<file path="src/rtl/flcsr_cfg.svh">
// offsets, field positions, reset values and counts for the register bank
// assumes inclusion by bare name from the package and design modules
`ifndef FLCSR_CFG_SVH
`define FLCSR_CFG_SVH

// ****************************************************************
// register indices
// ****************************************************************
`define FLCSR_IDX_FIFO_LEVELS 10'h001
`define FLCSR_IDX_COL_FIRST 10'h002
`define FLCSR_IDX_COL_LAST 10'h003
`define FLCSR_IDX_LINE_FIRST 10'h004
`define FLCSR_IDX_LINE_LAST 10'h005
`define FLCSR_IDX_ENERGY_BASE 10'h080
`define FLCSR_IDX_ENERGY_LAST 10'h0A9
`define FLCSR_IDX_LUMA_SUM 10'h0AA
`define FLCSR_IDX_BLUE_SUM 10'h0AB
`define FLCSR_IDX_RED_SUM 10'h0AC
`define FLCSR_IDX_LUMA_MIN 10'h0AD
`define FLCSR_IDX_LUMA_MAX 10'h0AE

// ****************************************************************
// field positions and reset values
// ****************************************************************
`define FLCSR_ENC_LEVEL_LSB 0
`define FLCSR_ENC_LEVEL_MSB 3
`define FLCSR_DEC_LEVEL_LSB 4
`define FLCSR_DEC_LEVEL_MSB 7
`define FLCSR_ENC_LEVEL_RESET 4'h8
`define FLCSR_DEC_LEVEL_RESET 4'h8
`define FLCSR_COL_FIRST_RESET 10'h000
`define FLCSR_COL_LAST_RESET 10'h3FF
`define FLCSR_LINE_FIRST_RESET 10'h000
`define FLCSR_LINE_LAST_RESET 10'h3FF

// ****************************************************************
// fifo, video standard and statistics counts, black levels
// ****************************************************************
`define FLCSR_FIFO_DEPTH 512
`define FLCSR_LEVEL_STEP_SHIFT 5
`define FLCSR_COL_MAX 10'h2CF
`define FLCSR_LINES_525 10'h20D
`define FLCSR_LINES_625 10'h271
`define FLCSR_ENERGY_BLOCKS 42
`define FLCSR_BLACK_LUMA 8'h10
`define FLCSR_BLACK_CHROMA 8'h00

`endif

</file>
<file path="src/rtl/flcsr_pkg.sv">
// types shared by the register bank and its helper modules
// assumes flcsr_cfg.svh on the include path
`include "flcsr_cfg.svh"

package flcsr_pkg;

    // ****************************************************************
    // pixel component and value types
    // ****************************************************************
    typedef enum logic [1:0] {
        FLCSR_COMP_LUMA = 2'h0,
        FLCSR_COMP_BLUE = 2'h1,
        FLCSR_COMP_RED = 2'h3
    } flcsr_comp_type;

    typedef logic [15:0] flcsr_code_type;
    typedef logic [9:0] flcsr_coord_type;

endpackage : flcsr_pkg

</file>
<file path="src/rtl/flcsr_luma_range.sv">
// tracks least and greatest luma of the unprocessed input over one field
// assumes pixel inputs already on CLK; field_start is a one-cycle pulse
module flcsr_luma_range #(
    parameter int DATA_W = 8
) (
    input wire logic clk,
    input wire logic reset,
    input wire logic field_start,
    input wire logic pix_valid,
    input wire flcsr_pkg::flcsr_comp_type pix_comp,
    input wire logic [DATA_W-1:0] pix_data,
    output flcsr_pkg::flcsr_code_type luma_min,
    output flcsr_pkg::flcsr_code_type luma_max
);
    import flcsr_pkg::*;

    logic [DATA_W-1:0] run_min;
    logic [DATA_W-1:0] run_max;
    logic [DATA_W-1:0] next_min;
    logic [DATA_W-1:0] next_max;
    wire take = pix_valid && (pix_comp == FLCSR_COMP_LUMA);

    // running extremes, a new field restarts from the first sample
    assign next_min = (take && (pix_data < run_min)) ? pix_data : run_min;
    assign next_max = (take && (pix_data > run_max)) ? pix_data : run_max;

    // publish the finished field and restart the running extremes
    always_ff @(posedge clk or posedge reset) begin
        if (reset) begin
            run_min <= '1;
            run_max <= '0;
            luma_min <= 16'h0000;
            luma_max <= 16'h0000;
        end else if (field_start) begin
            luma_min <= 16'(run_min);
            luma_max <= 16'(run_max);
            run_min <= take ? pix_data : '1;
            run_max <= take ? pix_data : '0;
        end else begin
            run_min <= next_min;
            run_max <= next_max;
        end
    end

endmodule : flcsr_luma_range

</file>
<file path="src/rtl/flcsr_crop.sv">
// blanks pixels outside the active window to black during encode
// assumes window bounds already clamped and pixel inputs on CLK
`include "flcsr_cfg.svh"
module flcsr_crop #(
    parameter int DATA_W = 8
) (
    input wire logic clk,
    input wire logic reset,
    input wire logic encode,
    input wire flcsr_pkg::flcsr_coord_type col_first,
    input wire flcsr_pkg::flcsr_coord_type col_last,
    input wire flcsr_pkg::flcsr_coord_type line_first,
    input wire flcsr_pkg::flcsr_coord_type line_last,
    input wire logic pix_valid,
    input wire flcsr_pkg::flcsr_coord_type pix_col,
    input wire flcsr_pkg::flcsr_coord_type pix_line,
    input wire flcsr_pkg::flcsr_comp_type pix_comp,
    input wire logic [DATA_W-1:0] pix_data,
    output logic out_valid,
    output flcsr_pkg::flcsr_comp_type out_comp,
    output logic [DATA_W-1:0] out_data
);
    import flcsr_pkg::*;

    wire logic [DATA_W-1:0] black_luma = DATA_W'(`FLCSR_BLACK_LUMA);
    wire logic [DATA_W-1:0] black_chroma = DATA_W'(`FLCSR_BLACK_CHROMA);
    // columns count from 0, lines from 1 including blanking; bounds inclusive
    wire col_in = (pix_col >= col_first) && (pix_col <= col_last);
    wire line_in = (pix_line >= line_first) && (pix_line <= line_last);
    wire blank = encode && !(col_in && line_in);
    wire logic [DATA_W-1:0] black = (pix_comp == FLCSR_COMP_LUMA) ? black_luma : black_chroma;

    // one stage; the pixel count and timing are never changed, only values
    always_ff @(posedge clk or posedge reset) begin
        if (reset) begin
            out_valid <= 1'b0;
            out_comp <= FLCSR_COMP_LUMA;
            out_data <= '0;
        end else begin
            out_valid <= pix_valid;
            out_comp <= pix_comp;
            out_data <= blank ? black : pix_data;
        end
    end

endmodule : flcsr_crop

</file>
<file path="src/rtl/flcsr_regs.sv">
// indirect register bank: fifo service levels, active window, field statistics
// assumes all inputs on CLK; REG_WRITE and REG_READ are one-cycle strobes
`include "flcsr_cfg.svh"

module flcsr_regs #(
    parameter int DATA_W = 8,
    parameter int FIFO_DEPTH = `FLCSR_FIFO_DEPTH,
    parameter int ENERGY_BLOCKS = `FLCSR_ENERGY_BLOCKS
) (
    input wire logic CLK,
    input wire logic RESET,
    // indirect register access
    input wire logic [9:0] REG_INDEX,
    input wire logic [15:0] REG_WDATA,
    input wire logic REG_WRITE,
    input wire logic REG_READ,
    output logic [31:0] REG_RDATA,
    output logic REG_RVALID,
    input wire logic STATUS_READ,
    // mode and fifo state
    input wire logic ENCODE_MODE,
    input wire logic MODE_625,
    input wire logic [9:0] FIFO_FILL,
    output logic FIFO_SERVICE_REQUEST_PIN,
    output logic FIFO_SERVICE_REQUEST_FLAG,
    // statistics from the transform
    input wire logic ENERGY_VALID,
    input wire logic [5:0] ENERGY_BLOCK,
    input wire logic [47:0] ENERGY_SUM,
    input wire logic STATS_REFRESH,
    input wire flcsr_pkg::flcsr_code_type LUMA_SUM_IN,
    input wire flcsr_pkg::flcsr_code_type BLUE_SUM_IN,
    input wire flcsr_pkg::flcsr_code_type RED_SUM_IN,
    output logic STATS_READY_PIN,
    output logic STATS_READY_STATUS,
    // pixel stream
    input wire logic FIELD_START,
    input wire logic PIX_VALID,
    input wire flcsr_pkg::flcsr_coord_type PIX_COL,
    input wire flcsr_pkg::flcsr_coord_type PIX_LINE,
    input wire flcsr_pkg::flcsr_comp_type PIX_COMP,
    input wire logic [DATA_W-1:0] PIX_DATA,
    output logic PIX_OUT_VALID,
    output flcsr_pkg::flcsr_comp_type PIX_OUT_COMP,
    output logic [DATA_W-1:0] PIX_OUT_DATA
);
    import flcsr_pkg::*;

    // ****************************************************************
    // functions
    // ****************************************************************

    // selects the sixteen significant bits of a block's wide energy sum
    function automatic flcsr_code_type energy_code(input logic [5:0] block, input logic [47:0] sum);
        flcsr_code_type code;
        code = 16'h0000;
        if (block <= 6'h02) begin
            code = sum[47:32];
        end else if (block <= 6'h0B) begin
            code = sum[45:30];
        end else if (block <= 6'h14) begin
            code = sum[43:28];
        end else if (block <= 6'h1D) begin
            code = sum[41:26];
        end else begin
            code = sum[39:24];
        end
        return code;
    endfunction : energy_code

    // limits a programmed end bound to the largest value of the standard
    function automatic flcsr_coord_type clamp(input flcsr_coord_type value, input flcsr_coord_type limit);
        return (value > limit) ? limit : value;
    endfunction : clamp

    // ****************************************************************
    // register storage
    // ****************************************************************
    logic [3:0] encode_fill_level;
    logic [3:0] decode_drain_level;
    flcsr_coord_type col_first_value;
    flcsr_coord_type col_last_value;
    flcsr_coord_type line_first_value;
    flcsr_coord_type line_last_value;
    flcsr_code_type block_energy_code [ENERGY_BLOCKS];
    flcsr_code_type luma_sum_value;
    flcsr_code_type blue_diff_sum_value;
    flcsr_code_type red_diff_sum_value;
    flcsr_code_type luma_min_value;
    flcsr_code_type luma_max_value;

    // write decode
    wire wr_levels = REG_WRITE && (REG_INDEX == `FLCSR_IDX_FIFO_LEVELS);
    wire wr_col_first = REG_WRITE && (REG_INDEX == `FLCSR_IDX_COL_FIRST);
    wire wr_col_last = REG_WRITE && (REG_INDEX == `FLCSR_IDX_COL_LAST);
    wire wr_line_first = REG_WRITE && (REG_INDEX == `FLCSR_IDX_LINE_FIRST);
    wire wr_line_last = REG_WRITE && (REG_INDEX == `FLCSR_IDX_LINE_LAST);

    // ****************************************************************
    // host writes
    // ****************************************************************

    // fifo service levels, reserved bits 15:8 are dropped
    always_ff @(posedge CLK or posedge RESET) begin
        if (RESET) begin
            encode_fill_level <= `FLCSR_ENC_LEVEL_RESET;
            decode_drain_level <= `FLCSR_DEC_LEVEL_RESET;
        end else if (wr_levels) begin
            encode_fill_level <= REG_WDATA[`FLCSR_ENC_LEVEL_MSB:`FLCSR_ENC_LEVEL_LSB];
            decode_drain_level <= REG_WDATA[`FLCSR_DEC_LEVEL_MSB:`FLCSR_DEC_LEVEL_LSB];
        end
    end

    // window bounds keep bits 9:0, upper reserved bits are dropped
    always_ff @(posedge CLK or posedge RESET) begin
        if (RESET) begin
            col_first_value <= `FLCSR_COL_FIRST_RESET;
            col_last_value <= `FLCSR_COL_LAST_RESET;
            line_first_value <= `FLCSR_LINE_FIRST_RESET;
            line_last_value <= `FLCSR_LINE_LAST_RESET;
        end else begin
            if (wr_col_first) begin
                col_first_value <= REG_WDATA[9:0];
            end
            if (wr_col_last) begin
                col_last_value <= REG_WDATA[9:0];
            end
            // rewritten by the host each field for vertical cropping
            if (wr_line_first) begin
                line_first_value <= REG_WDATA[9:0];
            end
            if (wr_line_last) begin
                line_last_value <= REG_WDATA[9:0];
            end
        end
    end

    // ****************************************************************
    // fifo service request
    // ****************************************************************

    // thresholds in fifo positions, level times the 32-position step
    wire logic [9:0] encode_threshold = {1'b0, encode_fill_level, 5'h00};
    wire logic [9:0] decode_threshold = {1'b0, decode_drain_level, 5'h00};
    wire logic [9:0] fifo_depth = 10'(FIFO_DEPTH);
    wire logic [9:0] fifo_empty = fifo_depth - FIFO_FILL;
    wire encode_request = (encode_fill_level != 4'h0) && (FIFO_FILL >= encode_threshold);
    wire decode_request = (decode_drain_level != 4'h0) && (fifo_empty >= decode_threshold);
    wire next_service_request = ENCODE_MODE ? encode_request : decode_request;

    // level output, recomputed every cycle with no latching
    always_ff @(posedge CLK or posedge RESET) begin
        if (RESET) begin
            FIFO_SERVICE_REQUEST_PIN <= 1'b0;
            FIFO_SERVICE_REQUEST_FLAG <= 1'b0;
        end else begin
            FIFO_SERVICE_REQUEST_PIN <= next_service_request;
            FIFO_SERVICE_REQUEST_FLAG <= next_service_request;
        end
    end

    // ****************************************************************
    // statistics capture
    // ****************************************************************

    // each arriving block sum is reduced to its code at once
    always_ff @(posedge CLK) begin
        if (ENERGY_VALID && (ENERGY_BLOCK < 6'(ENERGY_BLOCKS))) begin
            block_energy_code[ENERGY_BLOCK] <= energy_code(ENERGY_BLOCK, ENERGY_SUM);
        end
    end

    // component sums are taken when the transform announces a refresh
    always_ff @(posedge CLK or posedge RESET) begin
        if (RESET) begin
            luma_sum_value <= 16'h0000;
            blue_diff_sum_value <= 16'h0000;
            red_diff_sum_value <= 16'h0000;
        end else if (STATS_REFRESH) begin
            luma_sum_value <= LUMA_SUM_IN;
            blue_diff_sum_value <= BLUE_SUM_IN;
            red_diff_sum_value <= RED_SUM_IN;
        end
    end

    // ready flag: refresh edge sets, status read clears, set wins a tie
    logic refresh_seen;
    wire refresh_edge = STATS_REFRESH && !refresh_seen;
    wire next_stats_ready = refresh_edge || (STATS_READY_STATUS && !STATUS_READ);

    always_ff @(posedge CLK or posedge RESET) begin
        if (RESET) begin
            refresh_seen <= 1'b0;
            STATS_READY_STATUS <= 1'b0;
            STATS_READY_PIN <= 1'b0;
        end else begin
            refresh_seen <= STATS_REFRESH;
            STATS_READY_STATUS <= next_stats_ready;
            STATS_READY_PIN <= next_stats_ready;
        end
    end

    // ****************************************************************
    // luma extremes and cropping
    // ****************************************************************

    // extremes are taken from pixels before the window is applied
    flcsr_luma_range #(
        .DATA_W(DATA_W)
    ) u_range (
        .clk(CLK),
        .reset(RESET),
        .field_start(FIELD_START),
        .pix_valid(PIX_VALID),
        .pix_comp(PIX_COMP),
        .pix_data(PIX_DATA),
        .luma_min(luma_min_value),
        .luma_max(luma_max_value)
    );

    // end bounds are limited to the selected standard
    wire flcsr_coord_type line_limit = MODE_625 ? `FLCSR_LINES_625 : `FLCSR_LINES_525;
    wire flcsr_coord_type col_limit = `FLCSR_COL_MAX;
    wire flcsr_coord_type col_last_eff = clamp(col_last_value, col_limit);
    wire flcsr_coord_type line_last_eff = clamp(line_last_value, line_limit);

    flcsr_crop #(
        .DATA_W(DATA_W)
    ) u_crop (
        .clk(CLK),
        .reset(RESET),
        .encode(ENCODE_MODE),
        .col_first(col_first_value),
        .col_last(col_last_eff),
        .line_first(line_first_value),
        .line_last(line_last_eff),
        .pix_valid(PIX_VALID),
        .pix_col(PIX_COL),
        .pix_line(PIX_LINE),
        .pix_comp(PIX_COMP),
        .pix_data(PIX_DATA),
        .out_valid(PIX_OUT_VALID),
        .out_comp(PIX_OUT_COMP),
        .out_data(PIX_OUT_DATA)
    );

    // ****************************************************************
    // host reads
    // ****************************************************************

    // energy range decode and the block it selects
    wire logic [9:0] energy_offset = REG_INDEX - `FLCSR_IDX_ENERGY_BASE;
    wire in_energy = (REG_INDEX >= `FLCSR_IDX_ENERGY_BASE) && (REG_INDEX <= `FLCSR_IDX_ENERGY_LAST);
    wire logic [5:0] energy_sel = energy_offset[5:0];
    wire flcsr_code_type energy_word = in_energy ? block_energy_code[energy_sel] : 16'h0000;

    // read selection; window bounds are write only and read as zero
    logic [15:0] read_word;
    always_comb begin
        read_word = 16'h0000;
        unique case (REG_INDEX)
            `FLCSR_IDX_FIFO_LEVELS: read_word = {8'h00, decode_drain_level, encode_fill_level};
            `FLCSR_IDX_LUMA_SUM: read_word = luma_sum_value;
            `FLCSR_IDX_BLUE_SUM: read_word = blue_diff_sum_value;
            `FLCSR_IDX_RED_SUM: read_word = red_diff_sum_value;
            `FLCSR_IDX_LUMA_MIN: read_word = luma_min_value;
            `FLCSR_IDX_LUMA_MAX: read_word = luma_max_value;
            default: read_word = energy_word;
        endcase
    end

    // reads have no side effect on any statistic, answer one cycle later
    always_ff @(posedge CLK or posedge RESET) begin
        if (RESET) begin
            REG_RDATA <= 32'h00000000;
            REG_RVALID <= 1'b0;
        end else begin
            REG_RVALID <= REG_READ;
            if (REG_READ) begin
                REG_RDATA <= {16'h0000, read_word};
            end
        end
    end

endmodule : flcsr_regs

</file>
<file path="config.mk">
export PLATFORM = sky130hd
export DESIGN_NAME = flcsr_regs
export DESIGN_NICKNAME = d
export VERILOG_FILES = /design/src/rtl/flcsr_pkg.sv /design/src/rtl/flcsr_luma_range.sv /design/src/rtl/flcsr_crop.sv /design/src/rtl/flcsr_regs.sv
export VERILOG_INCLUDE_DIRS = /design/src /design/src/rtl
export SDC_FILE = /design/constraint.sdc
export NUM_CORES = 1
export LEC_CHECK = 0
export ABC_AREA = 1
export BUFFER_PORTS_ARGS = -buffer_cell sky130_fd_sc_hd__buf_2
export CAP_MARGIN = 20
export CORE_UTILIZATION = 55
export CTS_CLUSTER_SIZE = 12
export DETAILED_ROUTE_END_ITERATION = 8
export HOLD_SLACK_MARGIN = 0.02
export PLACE_DENSITY_LB_ADDON = 0.1
export SLEW_MARGIN = 30
export SYNTH_ARGS = -nofsm -noshare
export SYNTH_HDL_FRONTEND = slang
export SYNTH_SLANG_ARGS = --single-unit
</file>
<file path="constraint.sdc">
create_clock -name CLK -period 6.9 [get_ports CLK]
set_input_delay 0.345 -clock CLK [delete_from_list [all_inputs] [get_ports CLK]]
set_output_delay 0.345 -clock CLK [all_outputs]
set_load 0.02 [all_outputs]
</file>
**Yosys cells after proc, flatten, opt, wreduce, memory -nomap -nowiden**

Memories as Yosys holds them, arrays and structs flattened.
Cells that the tools add are included.
W data, S select, Z words.

- Output and inout bits: 48
- Register bits: 159
- Memory bits (writable): 672
- Memories: 1

- Add/subtract/negate cells: 2
- Muxes and demuxes: 21
- Equal/unequal tests: 10
- Magnitude comparators: 17
- Reduce and logical (&&, ||, !) cells: 27

Memories:

| name | words | width | read ports | clocked after Yosys merged registers in | write ports | RTL line | source |
|---|---|---|---|---|---|---|---|
| block_energy_code | 42 | 16 | 1 | 0 | 1 | flcsr_regs.sv:85 | `flcsr_code_type block_energy_code [ENERGY_BLOCKS];` |

Operators with widths:

| operator | number |
|---|---|
| $mux W16 | 6 |
| $pmux W16 S6 | 1 |
| $mux W8 | 7 |
| $eq A10 B8 Y1 const B | 5 |
| $eq A10 B2 Y1 const B | 2 |
| $eq A10 B3 Y1 const B | 2 |
| $ge A10 B10 Y1 | 2 |
| $ge A10 B9 Y1 | 2 |
| $le A10 B10 Y1 | 2 |
| $mux W10 | 2 |
| $logic_and A1 B1 Y1 | 18 |
| $le A6 B5 Y1 const B | 2 |
| $eq A10 B1 Y1 const B | 1 |
| $ge A10 B8 Y1 const B | 1 |
| $gt A10 B10 Y1 | 1 |
| $gt A10 B10 Y1 const B | 1 |
| $le A10 B8 Y1 const B | 1 |
| $sub A10 B10 Y10 const A | 1 |
| $gt A8 B8 Y1 | 1 |
| $lt A8 B8 Y1 | 1 |
| $reduce_bool A4 Y1 | 2 |
| $mux W7 | 1 |
| $le A6 B2 Y1 const B | 1 |
| $le A6 B4 Y1 const B | 1 |
| other kinds (8) | 13 |

**Depth between registers and ports, before layout**

- Depth after elaboration: 9
- Depth in mapped cells: 20

**Modules after synthesis**

From an unflattened synthesis, not the netlist that was laid out.

- Cell total of the unflattened synthesis: 4147
- Area total of the unflattened synthesis: 38420.6 µm²

Modules (own cells, without submodules):

| module | area each (µm²) | sequential area each (µm²) | cells each | instances |
|---|---|---|---|---|
| flcsr_regs | 35007.3 | 23109.7 | 3683 | 1 |
| flcsr_luma_range | 1893.1 | 810.8 | 241 | 1 |
| flcsr_crop | 1520.2 | 275.3 | 223 | 1 |

**Worst setup path after synthesis**

Ideal clock, no wire load.

- Path type: input to register
- From: in ENERGY_BLOCK[2]
- To: mem block_energy_code[0][5] in the netlist's numbering, data pin
- Slack: 3.882 ns
- Buffers on the path: 3
- Library setup time: 0.431 ns
- Stages on the path: 9
- Arrival time: 2.587 ns
- Required time: 6.469 ns
- Path through: buf_4 > nand2_1 > o31ai_1 > nand2_1 > buf_2 > buf_2 > o211ai_1 > nand2_1 > a21oi_1

- Cells in the longest elaborated chain, start to end: 6
- Elaborated cells between the ends (all ways): 9
- Those cells by class: order compare: 4; mux: 5

RTL lines:

| item | RTL line | source |
|---|---|---|
| from (decl) | flcsr_regs.sv:28 | `input wire logic [5:0] ENERGY_BLOCK,` |
| $le A6 B5 Y1 | flcsr_regs.sv:63 | `end else if (block <= 6'h1D) begin` |
| $mux W16 | flcsr_regs.sv:63 |  |
| $mux W16 | flcsr_regs.sv:61 | `end else if (block <= 6'h14) begin` |
| $mux W16 | flcsr_regs.sv:59 | `end else if (block <= 6'h0B) begin` |
| $mux W16 (*) | flcsr_regs.sv:57 | `if (block <= 6'h02) begin` |
| $mux W16 (*) | flcsr_regs.sv:168 | `if (ENERGY_VALID && (ENERGY_BLOCK < 6'(ENERGY_BLOCKS))) begin` |
| to (decl) | flcsr_regs.sv:85 |  |

Every way passes the cells marked *; elsewhere a longest branch is shown, timed or not. The select of a mux whose other input is x is not followed.

**Final worst setup path**

- From: reg line_last_value[3]
- To: reg u_crop.out_data[4]

- Cells in the longest elaborated chain, start to end: 8

RTL lines:

| item | RTL line | source |
|---|---|---|
| from (decl) | flcsr_regs.sv:84 | `flcsr_coord_type line_last_value;` |
| from (signal assigned) | flcsr_regs.sv:120 | `` line_last_value <= `FLCSR_LINE_LAST_RESET; `` |
| from (signal assigned) | flcsr_regs.sv:133 | `line_last_value <= REG_WDATA[9:0];` |
| $gt A10 B10 Y1 | flcsr_regs.sv:73 | `return (value > limit) ? limit : value;` |
| $mux W10 (*) | flcsr_regs.sv:73 |  |
| $le A10 B10 Y1 (*) | flcsr_crop.sv:29 | `wire line_in = (pix_line >= line_first) && (pix_line <= line_last);` |
| $logic_and A1 B1 Y1 (*) | flcsr_crop.sv:29 |  |
| $logic_and A1 B1 Y1 (*) | flcsr_crop.sv:30 | `wire blank = encode && !(col_in && line_in);` |
| $logic_not A1 Y1 (*) | flcsr_crop.sv:30 |  |
| $logic_and A1 B1 Y1 (*) | flcsr_crop.sv:30 |  |
| $mux W8 (*) | flcsr_crop.sv:42 | `out_data <= blank ? black : pix_data;` |
| to (signal assigned) | flcsr_crop.sv:42 |  |
| to (decl) | flcsr_crop.sv:21 | `output logic [DATA_W-1:0] out_data` |

Every way passes the cells marked *; elsewhere a longest branch is shown, timed or not.
A chain may end at the register's enable or synchronous reset.

==> results.ini <==
[grt]
grt_max_degree=184
grt.overflow.total=0
gr-usage-all-layers=0.293
grt_pass1_wl_microns=154000
antenna_found_initial=3
grt_pass1_vias=25822

[final_layout]
area.growth.synth_to_final_pct=14.3
final_common_cell=nand2_1
fin_nets=4501
post-route-util=0.635
most-common-layout-cells=1279 x nand2_1, 672 x edfxtp_1, 559 x nor2_1
layout-drive-gt1-share=0.106

[setup_path]
cp-end-kind=flop
cp.required_ps=7480
worstRegToRegCells=21
critPathKind=reg2reg
cp-start-kind=flop
critPathArrivalTime_ps=4630
critPathMaxFanout=9

[synth]
yosys_most_used_dff=edfxtp_1
synth_edf_count=672
syn_avg_cell_area_sq_um=9.48
synth.distinct_cells=46
synthArstFlopShare=0.191
syn_inst=4011
synth_warnings=0
ys_seq_area_frac=0.636
synth_seq_cells=831
netlist_area_sq_mm=0.0380

[routing]
route.vias.total=27683
drt_first_pass_iters=5
wl_per_cell_microns=19.7
initialDrtViolationCount=3027
vias_per_cell=5.32
wirelength_microns=103000
drc=0
drtAntennaViolNets=0

[clock_tree]
cts_sinks=831
cts_max_path_buffers=3
cts.repair.resized=0
cts_buffers=88
clk_pin_slew_ps=60
clk-insertion-delay-late_ps=640
cts_tree=yes
cts_setup_buffers=0
h-tree-depth=3
cts_hold_buf=66
root_buffer=clkbuf_16

[power]
p_leak_uw=0.0191
pwr_density_cell_mw_per_mm2=257
ir_drop_mv=0.188
total_power_uw=11200

[timing]
hold_viol=0
slew_headroom=0.375
min_period_over_period=0.587
fin_skew_ps=22.0
setup_violations=0
rsz0062_at_grt=false
tns_ps=0
clock.fmax_mhz=247
worst_pin_slew_ps=934
final.min_clock_period_ps=4050
setup_slack_ps=2850
report.final.slew_viol_count=0

[floorplanning]
io_pins=227
start_util=0.555
rows=96
die-area_sq_mm=0.0702
dieWidth_microns=265
core_area_sq_mm=0.0685
die_h_microns=265

[place]
pre_cts_ws_ps=3110
gp_congestion=0.903
dp_hpwl_microns=62400
io_buffers=180

[flow_run]
maxCapViolCount=0

[hold_path]
min-delay-path-class=in2reg
hold_path_depth=3

[status]
status=completed

==> cells by family after synthesis <==
logic type | share of synthesized area
AND/OR/NAND/NOR | 0.210
flip-flops | 0.636
buffers and inverters | 0.0715
AO/OA/AOI/OAI | 0.0597
adder cells (fa/ha/maj) | 0.0224
XOR/XNOR | 0.000461
other | 0.0000986
==> cell usage after synthesis, drive strengths merged (3+ instances only) <==
| cell | n | area share |
|---|---|---|
| ha | 68 | 0.022 |
| o21bai | 15 | 0.0030 |
| dfstp | 30 | 0.021 |
| nor4 | 3 | 0.0011 |
| a21oi | 145 | 0.019 |
| edfxtp | 672 | 0.53 |
| clkinv | 4 | 0.00039 |
| dfrtp | 129 | 0.085 |
| nand3b | 4 | 0.00079 |
| nand4 | 34 | 0.0056 |
| nand2 | 1285 | 0.13 |
| o211ai | 22 | 0.0043 |
| a31oi | 3 | 0.00089 |
| nand3 | 101 | 0.013 |
| buf | 117 | 0.018 |
| inv | 479 | 0.047 |
| o21ai | 217 | 0.029 |
| nor2 | 574 | 0.058 |
| nor3 | 20 | 0.0032 |
| clkbuf | 64 | 0.0063 |
| a21boi | 5 | 0.00099 |
| o21a | 7 | 0.0014 |
==> layer usage <==
metal | track usage | share of wire | wire length [microns] | vias up
met5 | 0 | 0.000098 | 10 | -
met4 | 0.105 | 0.034 | 3530 | 2
met3 | 0.0477 | 0.078 | 7970 | 208
met2 | 0.475 | 0.47 | 48600 | 1077
met1 | 0.402 | 0.41 | 42400 | 13019
li1 | - | - | - | 13377
==> power breakdown <==
part	switching (uW)	internal, uW	total [uW]	leakage (uW)
Sequential	40.5	5640	5680	0.00796
Combinational	783	297	1080	0.00985
Clock	1930	2490	4420	0.00130
Total	2750	8430	11200	0.0191
==> registers in the layout (all words and copies together) (netlist names), 2 cells and up <==
register,count
u_range.run_min,8
col_last_value,10
u_range.run_max,8
REG_RDATA,16
u_crop.out_data,8
u_range.luma_min,8
blue_diff_sum_value,16
line_first_value,10
decode_drain_level,4
u_crop.out_comp,2
red_diff_sum_value,16
block_energy_code,672
line_last_value,10
u_range.luma_max,8
col_first_value,10
luma_sum_value,16
encode_fill_level,4
==> critical path, stage by stage, from the launching register on <==
cell	delay, ps
dfstp_2	540
ha_1	140
inv_1	50
nor3_1	180
o2111ai_1	130
o211ai_1	170
nand2_1	230
a21boi_0	280
ha_1	290
a21oi_1	130
o21ai_0	90
nand2_1	60
nand3_1	60
nand2_1	60
nand2_1	50
inv_1	90
nand2_1	130
nand2_1	100
nand2_1	50
dlygate4sd3_1	540
nand2_1	70
dlygate4sd3_1	550
==> through the flow <==
stage,instances,hold slack (ps),cell area [sq um]
2_1_floorplan,4026,376,38100
3_3_place_gp,4972,439,39900
3_5_place_dp,4978,456,40100
4_1_cts,5198,39.6,43400
5_1_grt,5202,71.6,43400
6_report,5203,66.1,43400
==> layout make-up <==
type | count | area [sq um]
Fill cell | 5520 | 25000
Sequential cell | 831 | 24200
Multi-Input combinational cell | 2531 | 11400
Clock buffer | 113 | 2370
Timing Repair Buffer | 319 | 2290
Inverter | 483 | 1830
Tap cell | 882 | 1100
Clock inverter | 41 | 288
Antenna cell | 3 | 7.51
==> final timing paths <==
kind	from	end	slack (ps)
setup / recovery	line_last_value[3]	u_crop.out_data[4]	2850
hold / removal	REG_WDATA[8]	line_first_value[8]	70
setup reg to reg	line_last_value[3]	u_crop.out_data[4]	2850
hold reg to reg	u_range.run_min[4]	u_range.run_min[4]	460
max in group asynchronous	RESET	REG_RDATA[12]	5360
min in group asynchronous	RESET	u_crop.out_data[2]	380
Power figures use the tool's default switching activity.
